$ cat src/resolver_pkg.sv
// Notes on behaviour
// - The position count advances 65536 steps per resolver division and is readable.
// - The position count is zero after power-up.
// - While the clear input is high the position count is held at zero; it defaults low.
// - Without inversion clockwise rotation raises the count; with inversion it lowers it.
// - Fault source code 0 uses both detectors, 1 hardware only, 2 software only (default 2).
// - The fault flag is low while healthy and goes high once a fault is detected.
// - The setup done flag is low during initialisation and high once it has finished.
// - Software detection trips when sine and cosine fall below 0.15*(Vc*0.1414*ratio*2.0).
// - Pole counts from 2 to 20 are accepted, 2 standard, and may carry a belt reduction.
// - An electrical angle offset of -180 to 180 degrees is added, default zero.
// - Speed is low-pass filtered with a cutoff of 10 to 1000 Hz, default 100 Hz.
// - A carrier to signal phase shift of 0 to 180 degrees is compensated, default zero.
package resolver_pkg;
    // ----------------------------------------
    // Timing
    // ----------------------------------------
    localparam int CLK_HZ = 50_000_000;
    localparam int CARRIER_HZ = 8000;
    localparam int DEG_PER_TURN = 360;
    localparam int DEG_PRESCALE = CLK_HZ / (CARRIER_HZ * DEG_PER_TURN);
    localparam logic [4:0] PRE_LAST = 5'(DEG_PRESCALE - 1);
    localparam logic [8:0] PHASE_LAST = 9'(DEG_PER_TURN - 1);
    localparam logic [8:0] SAMPLE_DEG = 9'h05A;
    localparam logic [8:0] PHASE_SHIFT_MAX = 9'h0B4;
    localparam logic [4:0] INIT_PERIODS = 5'h09;
    localparam int SAMPLE_HZ = CLK_HZ / (DEG_PRESCALE * DEG_PER_TURN);
    // ----------------------------------------
    // Widths
    // ----------------------------------------
    localparam int ADC_W = 16;
    localparam int ANGLE_W = 16;
    localparam int POS_W = 32;
    localparam int FILT_FRAC = 8;
    // ----------------------------------------
    // Software trip level
    // ----------------------------------------
    localparam real CARRIER_VRMS = 7.0;
    localparam real RATIO_NOM = 0.5;
    localparam real ADC_FS_V = 10.0;
    localparam real TRIP_LEVEL_V = 0.15 * (CARRIER_VRMS * 0.1414 * RATIO_NOM * 2.0);
    localparam logic [ADC_W-1:0] TRIP_CODE = ADC_W'(int'(TRIP_LEVEL_V / ADC_FS_V * 32768.0));
    // ----------------------------------------
    // Fault source codes and scaling limits
    // ----------------------------------------
    typedef enum logic [1:0] {
        both_detectors = 2'h0,
        hw_detector_only = 2'h1,
        sw_detector_only = 2'h2
    } fault_source_type;
    localparam logic [4:0] POLES_MIN = 5'h02;
    localparam logic [4:0] POLES_MAX = 5'h14;
    localparam logic [6:0] BELT_MIN = 7'h01;
    localparam logic [6:0] BELT_MAX = 7'h64;
    localparam logic [9:0] CUTOFF_MIN = 10'h00A;
    localparam logic [9:0] CUTOFF_MAX = 10'h3E8;
    localparam logic [9:0] CUTOFF_DEF = 10'h064;
    localparam int FILT_K_MAX = 7;
    // Cutoff-to-shift scale, sample rate over two pi
    localparam int FILT_SCALE = int'(real'(SAMPLE_HZ) / 6.2832);
endpackage

$ cat src/resolver_position_tracker.sv
module resolver_position_tracker (
    // Clock and reset
    input wire logic sys_clk,
    input wire logic sys_rst,
    // Sensor side
    output logic carrier_out,
    input wire logic signed [15:0] sin_sample,
    input wire logic signed [15:0] cos_sample,
    input wire logic [15:0] angle_in,
    input wire logic hw_fault,
    // Configuration
    input wire logic count_clear,
    input wire logic count_direction_invert,
    input wire logic [1:0] fault_source,
    input wire logic fault_clear,
    input wire logic [4:0] pole_count,
    input wire logic [6:0] belt_reduction_factor,
    input wire logic signed [15:0] angle_offset,
    input wire logic [9:0] speed_cutoff_hz,
    input wire logic [7:0] phase_shift_deg,
    // Status
    output logic [31:0] quad_position_count,
    output logic [15:0] electrical_angle,
    output logic signed [15:0] speed_filtered,
    output logic feedback_fault,
    output logic setup_done
);
    typedef struct packed {
        logic [4:0] pre;
        logic [8:0] phase;
        logic carrier;
        logic [15:0] prev_angle;
        logic have_prev;
        logic [31:0] pos;
        logic [15:0] elec;
        logic fault;
        logic [4:0] init_cnt;
        logic done;
        logic speed_v;
        logic signed [15:0] delta;
    } track_state_type;

    track_state_type s_r, s_nxt;
    logic sample_now;
    logic [8:0] shift_c;
    logic [9:0] sample_sum;
    logic [8:0] sample_deg;
    logic [1:0] low_amp;
    logic sw_trip;
    logic trip_now;
    logic [4:0] poles_c;
    logic [6:0] belt_c;
    logic [10:0] mult;
    logic [15:0] step;
    logic signed [15:0] filt_y;

    // ----------------------------------------
    // Carrier phase and sample point
    // ----------------------------------------
    // Sampling point slides by the configured carrier phase shift
    always_comb begin
        shift_c = {1'b0, phase_shift_deg};
        if (shift_c > resolver_pkg::PHASE_SHIFT_MAX) begin
            shift_c = resolver_pkg::PHASE_SHIFT_MAX;
        end
        sample_sum = {1'b0, resolver_pkg::SAMPLE_DEG} + {1'b0, shift_c};
        if (sample_sum > {1'b0, resolver_pkg::PHASE_LAST}) begin
            sample_sum = sample_sum - 10'(resolver_pkg::DEG_PER_TURN);
        end
        sample_deg = sample_sum[8:0];
        sample_now = (s_r.pre == resolver_pkg::PRE_LAST) && (s_r.phase == sample_deg);
    end

    // ----------------------------------------
    // Software amplitude detector
    // ----------------------------------------
    // Per channel magnitude below trip level
    for (genvar g = 0; g < 2; g++) begin : g_amp
        logic signed [15:0] smp;
        logic [15:0] mag;
        assign smp = (g == 0) ? sin_sample : cos_sample;
        assign mag = smp[15] ? 16'(-smp) : smp;
        assign low_amp[g] = (mag < resolver_pkg::TRIP_CODE);
    end
    assign sw_trip = &low_amp;

    // Fault source selection
    always_comb begin
        case (resolver_pkg::fault_source_type'(fault_source))
            resolver_pkg::both_detectors: trip_now = hw_fault || sw_trip;
            resolver_pkg::hw_detector_only: trip_now = hw_fault;
            resolver_pkg::sw_detector_only: trip_now = sw_trip;
            default: trip_now = sw_trip;
        endcase
    end

    // ----------------------------------------
    // Angle scaling
    // ----------------------------------------
    // Pole pairs times belt factor, out-of-range values fall back
    always_comb begin
        poles_c = pole_count;
        if (poles_c < resolver_pkg::POLES_MIN || poles_c > resolver_pkg::POLES_MAX) begin
            poles_c = resolver_pkg::POLES_MIN;
        end
        belt_c = belt_reduction_factor;
        if (belt_c < resolver_pkg::BELT_MIN || belt_c > resolver_pkg::BELT_MAX) begin
            belt_c = resolver_pkg::BELT_MIN;
        end
        mult = 11'(poles_c[4:1] * belt_c);
    end

    // Angle step since last sample, before the direction sign is applied
    assign step = angle_in - s_r.prev_angle;

    // ----------------------------------------
    // Next state
    // ----------------------------------------
    always_comb begin
        s_nxt = s_r;
        s_nxt.speed_v = 1'b0;
        // Degree prescaler and carrier phase
        if (s_r.pre == resolver_pkg::PRE_LAST) begin
            s_nxt.pre = '0;
            if (s_r.phase == resolver_pkg::PHASE_LAST) begin
                s_nxt.phase = '0;
                if (!s_r.done) begin
                    s_nxt.init_cnt = s_r.init_cnt + 5'h01;
                end
            end else begin
                s_nxt.phase = s_r.phase + 9'h001;
            end
        end else begin
            s_nxt.pre = s_r.pre + 5'h01;
        end
        s_nxt.carrier = (s_nxt.phase < 9'(resolver_pkg::DEG_PER_TURN / 2));
        // Initialisation finishes after a set number of carrier periods
        if (s_r.init_cnt == resolver_pkg::INIT_PERIODS) begin
            s_nxt.done = 1'b1;
        end
        // Position tracking at each sample point
        if (sample_now) begin
            s_nxt.prev_angle = angle_in;
            s_nxt.have_prev = 1'b1;
            if (s_r.have_prev) begin
                s_nxt.delta = count_direction_invert ? 16'(-step) : step;
                s_nxt.speed_v = 1'b1;
                s_nxt.pos = s_r.pos + {{16{s_nxt.delta[15]}}, s_nxt.delta};
            end
            s_nxt.elec = 16'(angle_in * mult) + angle_offset;
        end
        // Clear holds count at zero while asserted
        if (count_clear) begin
            s_nxt.pos = '0;
        end
        // Fault is sticky; a new trip wins over a clear
        if (fault_clear) begin
            s_nxt.fault = 1'b0;
        end
        if (sample_now && s_r.done && trip_now) begin
            s_nxt.fault = 1'b1;
        end
    end

    // ----------------------------------------
    // State register
    // ----------------------------------------
    always_ff @(posedge sys_clk or posedge sys_rst) begin
        if (sys_rst) begin
            s_r <= '0;
        end else begin
            s_r <= s_nxt;
        end
    end

    // Speed filter on per-sample step
    speed_filter u_speed_filter (
        .sys_clk(sys_clk),
        .sys_rst(sys_rst),
        .in_valid(s_r.speed_v),
        .speed_raw(s_r.delta),
        .cutoff_hz(speed_cutoff_hz),
        .speed_out(filt_y)
    );

    assign carrier_out = s_r.carrier;
    assign quad_position_count = s_r.pos;
    assign electrical_angle = s_r.elec;
    assign speed_filtered = filt_y;
    assign feedback_fault = s_r.fault;
    assign setup_done = s_r.done;

    // ----------------------------------------
    // Checks
    // ----------------------------------------
    a_clear_zeroes: assert property (@(posedge sys_clk) disable iff (sys_rst)
        count_clear |=> quad_position_count == 32'h0000_0000)
        else $error("position not zero after clear");

    a_count_forward: assert property (@(posedge sys_clk) disable iff (sys_rst)
        (sample_now && s_r.have_prev && !count_clear && !count_direction_invert)
        |=> quad_position_count == $past(s_r.pos) + {{16{$past(step[15])}}, $past(step)})
        else $error("position step wrong without inversion");

    a_count_invert: assert property (@(posedge sys_clk) disable iff (sys_rst)
        (sample_now && s_r.have_prev && !count_clear && count_direction_invert)
        |=> $signed(s_r.delta) == -$signed($past(step)))
        else $error("position step not inverted");

    a_hold_between: assert property (@(posedge sys_clk) disable iff (sys_rst)
        (!sample_now && !count_clear) |=> $stable(quad_position_count))
        else $error("position moved between samples");

    a_hw_only: assert property (@(posedge sys_clk) disable iff (sys_rst)
        (fault_source == 2'h1 && sample_now && setup_done && hw_fault) |=> feedback_fault)
        else $error("hardware trip not flagged");

    a_sw_ignores_hw: assert property (@(posedge sys_clk) disable iff (sys_rst)
        (fault_source == 2'h2 && !feedback_fault && !sw_trip) |=> !feedback_fault)
        else $error("fault flagged without software trip");

    a_fault_sticky: assert property (@(posedge sys_clk) disable iff (sys_rst)
        (feedback_fault && !fault_clear) |=> feedback_fault)
        else $error("fault flag dropped without clear");

    a_setup_timing: assert property (@(posedge sys_clk) disable iff (sys_rst)
        (s_r.init_cnt == resolver_pkg::INIT_PERIODS && !setup_done) |=> setup_done)
        else $error("setup done not raised after init");

    a_no_fault_early: assert property (@(posedge sys_clk) disable iff (sys_rst)
        (!setup_done && !feedback_fault) |=> !feedback_fault)
        else $error("fault raised during initialisation");
endmodule

$ cat src/speed_filter.sv
module speed_filter (
    // Clock and reset
    input wire logic sys_clk,
    input wire logic sys_rst,
    // Raw speed samples
    input wire logic in_valid,
    input wire logic signed [15:0] speed_raw,
    input wire logic [9:0] cutoff_hz,
    // Filtered speed
    output logic signed [15:0] speed_out
);
    typedef struct packed {
        logic signed [15+resolver_pkg::FILT_FRAC:0] acc;
        logic signed [15:0] y;
    } filt_state_type;

    filt_state_type s_r, s_nxt;
    logic [9:0] fc;
    logic [2:0] k;
    logic signed [15+resolver_pkg::FILT_FRAC:0] err;

    // Cutoff clamp and shift choice: alpha about 2^-k
    always_comb begin
        fc = cutoff_hz;
        if (fc < resolver_pkg::CUTOFF_MIN || fc > resolver_pkg::CUTOFF_MAX) begin
            fc = resolver_pkg::CUTOFF_DEF;
        end
        k = 3'h0;
        for (int i = 1; i <= resolver_pkg::FILT_K_MAX; i++) begin
            if ((int'(fc) << i) <= resolver_pkg::FILT_SCALE) begin
                k = 3'(i);
            end
        end
    end

    // First-order low-pass update per sample
    always_comb begin
        s_nxt = s_r;
        err = {speed_raw, {resolver_pkg::FILT_FRAC{1'b0}}} - s_r.acc;
        if (in_valid) begin
            s_nxt.acc = s_r.acc + (err >>> k);
        end
        s_nxt.y = s_nxt.acc[15+resolver_pkg::FILT_FRAC:resolver_pkg::FILT_FRAC];
    end

    always_ff @(posedge sys_clk or posedge sys_rst) begin
        if (sys_rst) begin
            s_r <= '0;
        end else begin
            s_r <= s_nxt;
        end
    end

    assign speed_out = s_r.y;

    // Output never moves without a sample
    a_filter_holds: assert property (@(posedge sys_clk) disable iff (sys_rst)
        !$past(in_valid) |-> $stable(speed_out))
        else $error("filtered speed changed without a sample");
endmodule

$ cat config.mk
export PLATFORM = sky130hd
export DESIGN_NAME = resolver_position_tracker
export DESIGN_NICKNAME = d
export VERILOG_FILES = /design/src/resolver_pkg.sv /design/src/resolver_position_tracker.sv /design/src/speed_filter.sv
export SDC_FILE = /design/constraint.sdc
export NUM_CORES = 1
export LEC_CHECK = 0
export BUFFER_PORTS_ARGS = -buffer_cell sky130_fd_sc_hd__buf_2
export CELL_PAD_IN_SITES_DETAIL_PLACEMENT = 1
export CELL_PAD_IN_SITES_GLOBAL_PLACEMENT = 2
export CORE_AREA = 3 3 233 235
export CTS_BUF_LIST = sky130_fd_sc_hd__clkbuf_8 sky130_fd_sc_hd__clkbuf_16
export DETAILED_ROUTE_END_ITERATION = 7
export DIE_AREA = 0 0 236 238
export MAX_ROUTING_LAYER = met4
export PLACE_DENSITY_LB_ADDON = 0.1
export SYNTH_ARGS = -nofsm -noshare
export SYNTH_HDL_FRONTEND = slang
export SYNTH_SLANG_ARGS = --single-unit
$ cat constraint.sdc
create_clock -name sys_clk -period 6.49 [get_ports sys_clk]
set_clock_uncertainty 0.05 [all_clocks]
set_input_delay 1.298 -clock sys_clk [delete_from_list [all_inputs] [get_ports sys_clk]]
set_output_delay 1.298 -clock sys_clk [all_outputs]
set_load 0.05 [all_outputs]
==> out/results.tsv <==
metric	value	unit
status	finished with violations	
failing checks	setup timing	
internal power	0.004703	W
Post-synth ARST share	100.0	%
Yosys reg bits	128	
Routed Antenna Nets	0	
Synth Net Count	2487	
pwr dens	370.5	nW/µm²
Routed Wire Length	55630	µm
root buf cell	clkbuf_16	
diode count	0	
post-layout min period	8.518	ns
Initial DRT Pass Iterations	4	
Most common cell on crit path	fa_1	
grt total ovfl	0	
Ports	169	
largest net degree at the start of global routing	84	
hold path depth	1	
# setup viols final	11	
critical path capture point type	register	
footprint of the multi-input gates	13310	µm²
crit-path max FO	4	
relative slew slack	35.37	%
Worst-path clk slew	0.06	ns
FMAX	117.4	MHz
# rows	84	
Die ar.	56170	µm²
proportion of layout cells with a drive suffix above 1	28.92	%
Reg2Reg Setup Slack	0.79	ns
# DRC	0	
Routed WL per cell	17.40	µm
Register Area	3203	µm²
CP peak stage delay	0.57	ns
RSZ-0062 raised after global routing	yes	
sequential fraction of design power	10.0	%
CTS tree	done	
Sw Ratio	42.76	%
dpl hpwl	45280	µm
final hold vios	0	
total power	0.008217	W
synthesized area per cell	8.085	µm²
worst min path class	register to register	
vias per cell	5.070	
synth unique cells	99	
Arr. time, crit path	8.82	ns
initial DRC count	487	
H-tree depth	4	
Nets	2849	
Clk Latency, worst-skew pair	0.48	ns
fin crit share	131.2	%
Post-Syn Area	17280	µm²
final setup margin	-2.028	ns
TritonCTS Buffers	17	
Worst R2R Path Depth	18	
fillers	6311	
worst path required time	6.79	ns
CP Class	input pin to register	
Num Clock Sinks	128	
clk buf depth	2	
leak pwr	11.00	nW
core region area	52450	µm²
CP max-delay cell	fa_1	
sequential share of the synthesized area	18.54	%
Combinational Power Share	77.8	%
area delta synth->final	28.37	%
vias in the first global route	17660	
Cells after Synth	2137	
yosys warns	0	
Switch Pwr	0.003514	W
Placed Cells	3151	
Chip Width	236	µm
setup TNS	-14.78	ns
EDFF count, synth	0	
Layout Cells excl Fill	3198	
final hold slack	0.4366	ns
Via Count	16210	
nature of the critical path startpoint	input pin	
GRT Util Overall	20.59	%
maxcap violations	0	
port bufs	168	
first-pass GRT wire length	91200	µm
worst slew pin tran	0.9605	ns
VDD IR max	0.0005226	V
Main synth FF type	dfrtp_1	
Slew Viols, Final	0	
Die H	238	µm
clock network power share	12.2	%
Initial Utilization	32.94	%
routability cong.	0.8585	
initial antenna violation count	0	
## cell type report
cell class | count | area share [%]
Inverter | 232 | 3.972
Clock inverter | 10 | 0.5021
Sequential cell | 128 | 14.44
Timing Repair Buffer | 484 | 15.07
Tap cell | 688 | 3.881
Clock buffer | 20 | 2.104
Multi-Input combinational cell | 1636 | 60.03
## metal layers
metal  global-route usage, %  up-vias  part of all wire (%)
li1                        -     8045                     -
met1                   25.02     7968                    46
met2                   35.93      156                    50
met3                   2.624       45                   1.8
met4                   5.808        0                   2.1
met5                       -        -                     0
## cell usage in the layout, fill, tap and decap left out, types with 25 or more instances in the layout
cell and n:
nand2_1 258, buf_2 165, inv_2 25, inv_1 203
buf_4 297, nand2b_1 28, nor3_1 49, nor2_1 119
a21o_1 43, and2_1 34, mux2i_1 35, xor2_1 37
o21a_1 27, ha_1 126, nand3_1 45, xnor2_1 69
dfrtp_1 128, fa_1 92, a21oi_1 100, o21ai_0 104
## cells in the mapped netlist (all sizes together), types with 16 or more instances
cell    count  area [µm²]
nand2     265       994.7
inv       231       867.1
ha        146        1827
dfrtp     128        3203
nor2      123       461.7
o21ai     123       619.4
a21oi     116       580.6
fa        102        2042
buf        83       579.3
xnor2      80       700.7
clkbuf     58       217.7
nor3       53       276.5
nand3      45       225.2
a21o       44       331.6
xor2       41       359.1
and2       38       239.0
mux2i      35       350.3
mux2       29       326.6
nand2b     28       175.2
o21a       27       202.7
a211oi     20       155.1
nor2b      20       125.1
a31oi      19       125.1
and3       18       113.9
o31ai      17       132.6
or2        16       100.1
## through the flow
step	setup slack, ns	utilization [%]	area, µm²
after global placement	-2.435	39.91	20930
after global routing	-2.318	42.29	22180
final	-2.028	42.29	22180
after detailed placement	-2.601	39.91	20930
after CTS	-1.993	41.53	21780
after floorplan	-2.267	-	17730
## worst paths after layout
path	startpoint	end
max	belt_reduction_factor[5]	electrical_angle[15]
min	s_r[22]	s_r[22]
max reg2reg	u_speed_filter.speed_out[0]	u_speed_filter.speed_out[12]
min reg2reg	s_r[22]	s_r[22]
max in group asynchronous	sys_rst	s_r[9]
min in group asynchronous	sys_rst	u_speed_filter.speed_out[4]
## worst max-delay path: cells and delay by family
family	cells	cell delay, ns
buffers and inverters	5	0.43
AOI/OAI and AO/OA	9	1.49
adders and majority gates	9	4.13
and+or+nand+nor	5	0.93
muxes	1	0.27
xor gates and xnor gates	2	0.27
## logic make-up after synthesis
| kind of cell | after synthesis | share of synthesized area (%) |
|---|---|---|
| and+or+nand+nor | 694 | 19.53 |
| muxes | 64 | 3.918 |
| xor gates and xnor gates | 124 | 6.532 |
| buffers and inverters | 373 | 9.653 |
| AOI/OAI and AO/OA | 506 | 19.44 |
| DFF | 128 | 18.54 |
| adders and majority gates | 248 | 22.39 |
## power by group through the flow
stage,registers (W),logic [W],clock network [W]
global placement,0.000838,0.00519,0
detailed placement,0.000838,0.00536,0
CTS,0.000823,0.00594,0.00105
global route,0.000825,0.00703,0.00107
finish,0.000823,0.00639,0.00100
floorplan,0.000827,0.00367,0
## state kept, by name, indices dropped and copies added, names as in the netlist
register	count
electrical_angle	16
setup_done	1
u_speed_filter.s_r	8
s_r	53
carrier_out	1
feedback_fault	1
quad_position_count	32
u_speed_filter.speed_out	16
## repair_timing
| action | CTS | global route |
|---|---|---|
| pin swaps | 36 | 47 |
| buffers inserted | 10 | 8 |
| endpoints found under the setup margin | 15 | 28 |
| endpoints found under the hold margin | 0 | 0 |
| hold buffers | 0 | 0 |
| resized for setup | 42 | 82 |
Note: power is estimated with default switching activity, not from simulation.
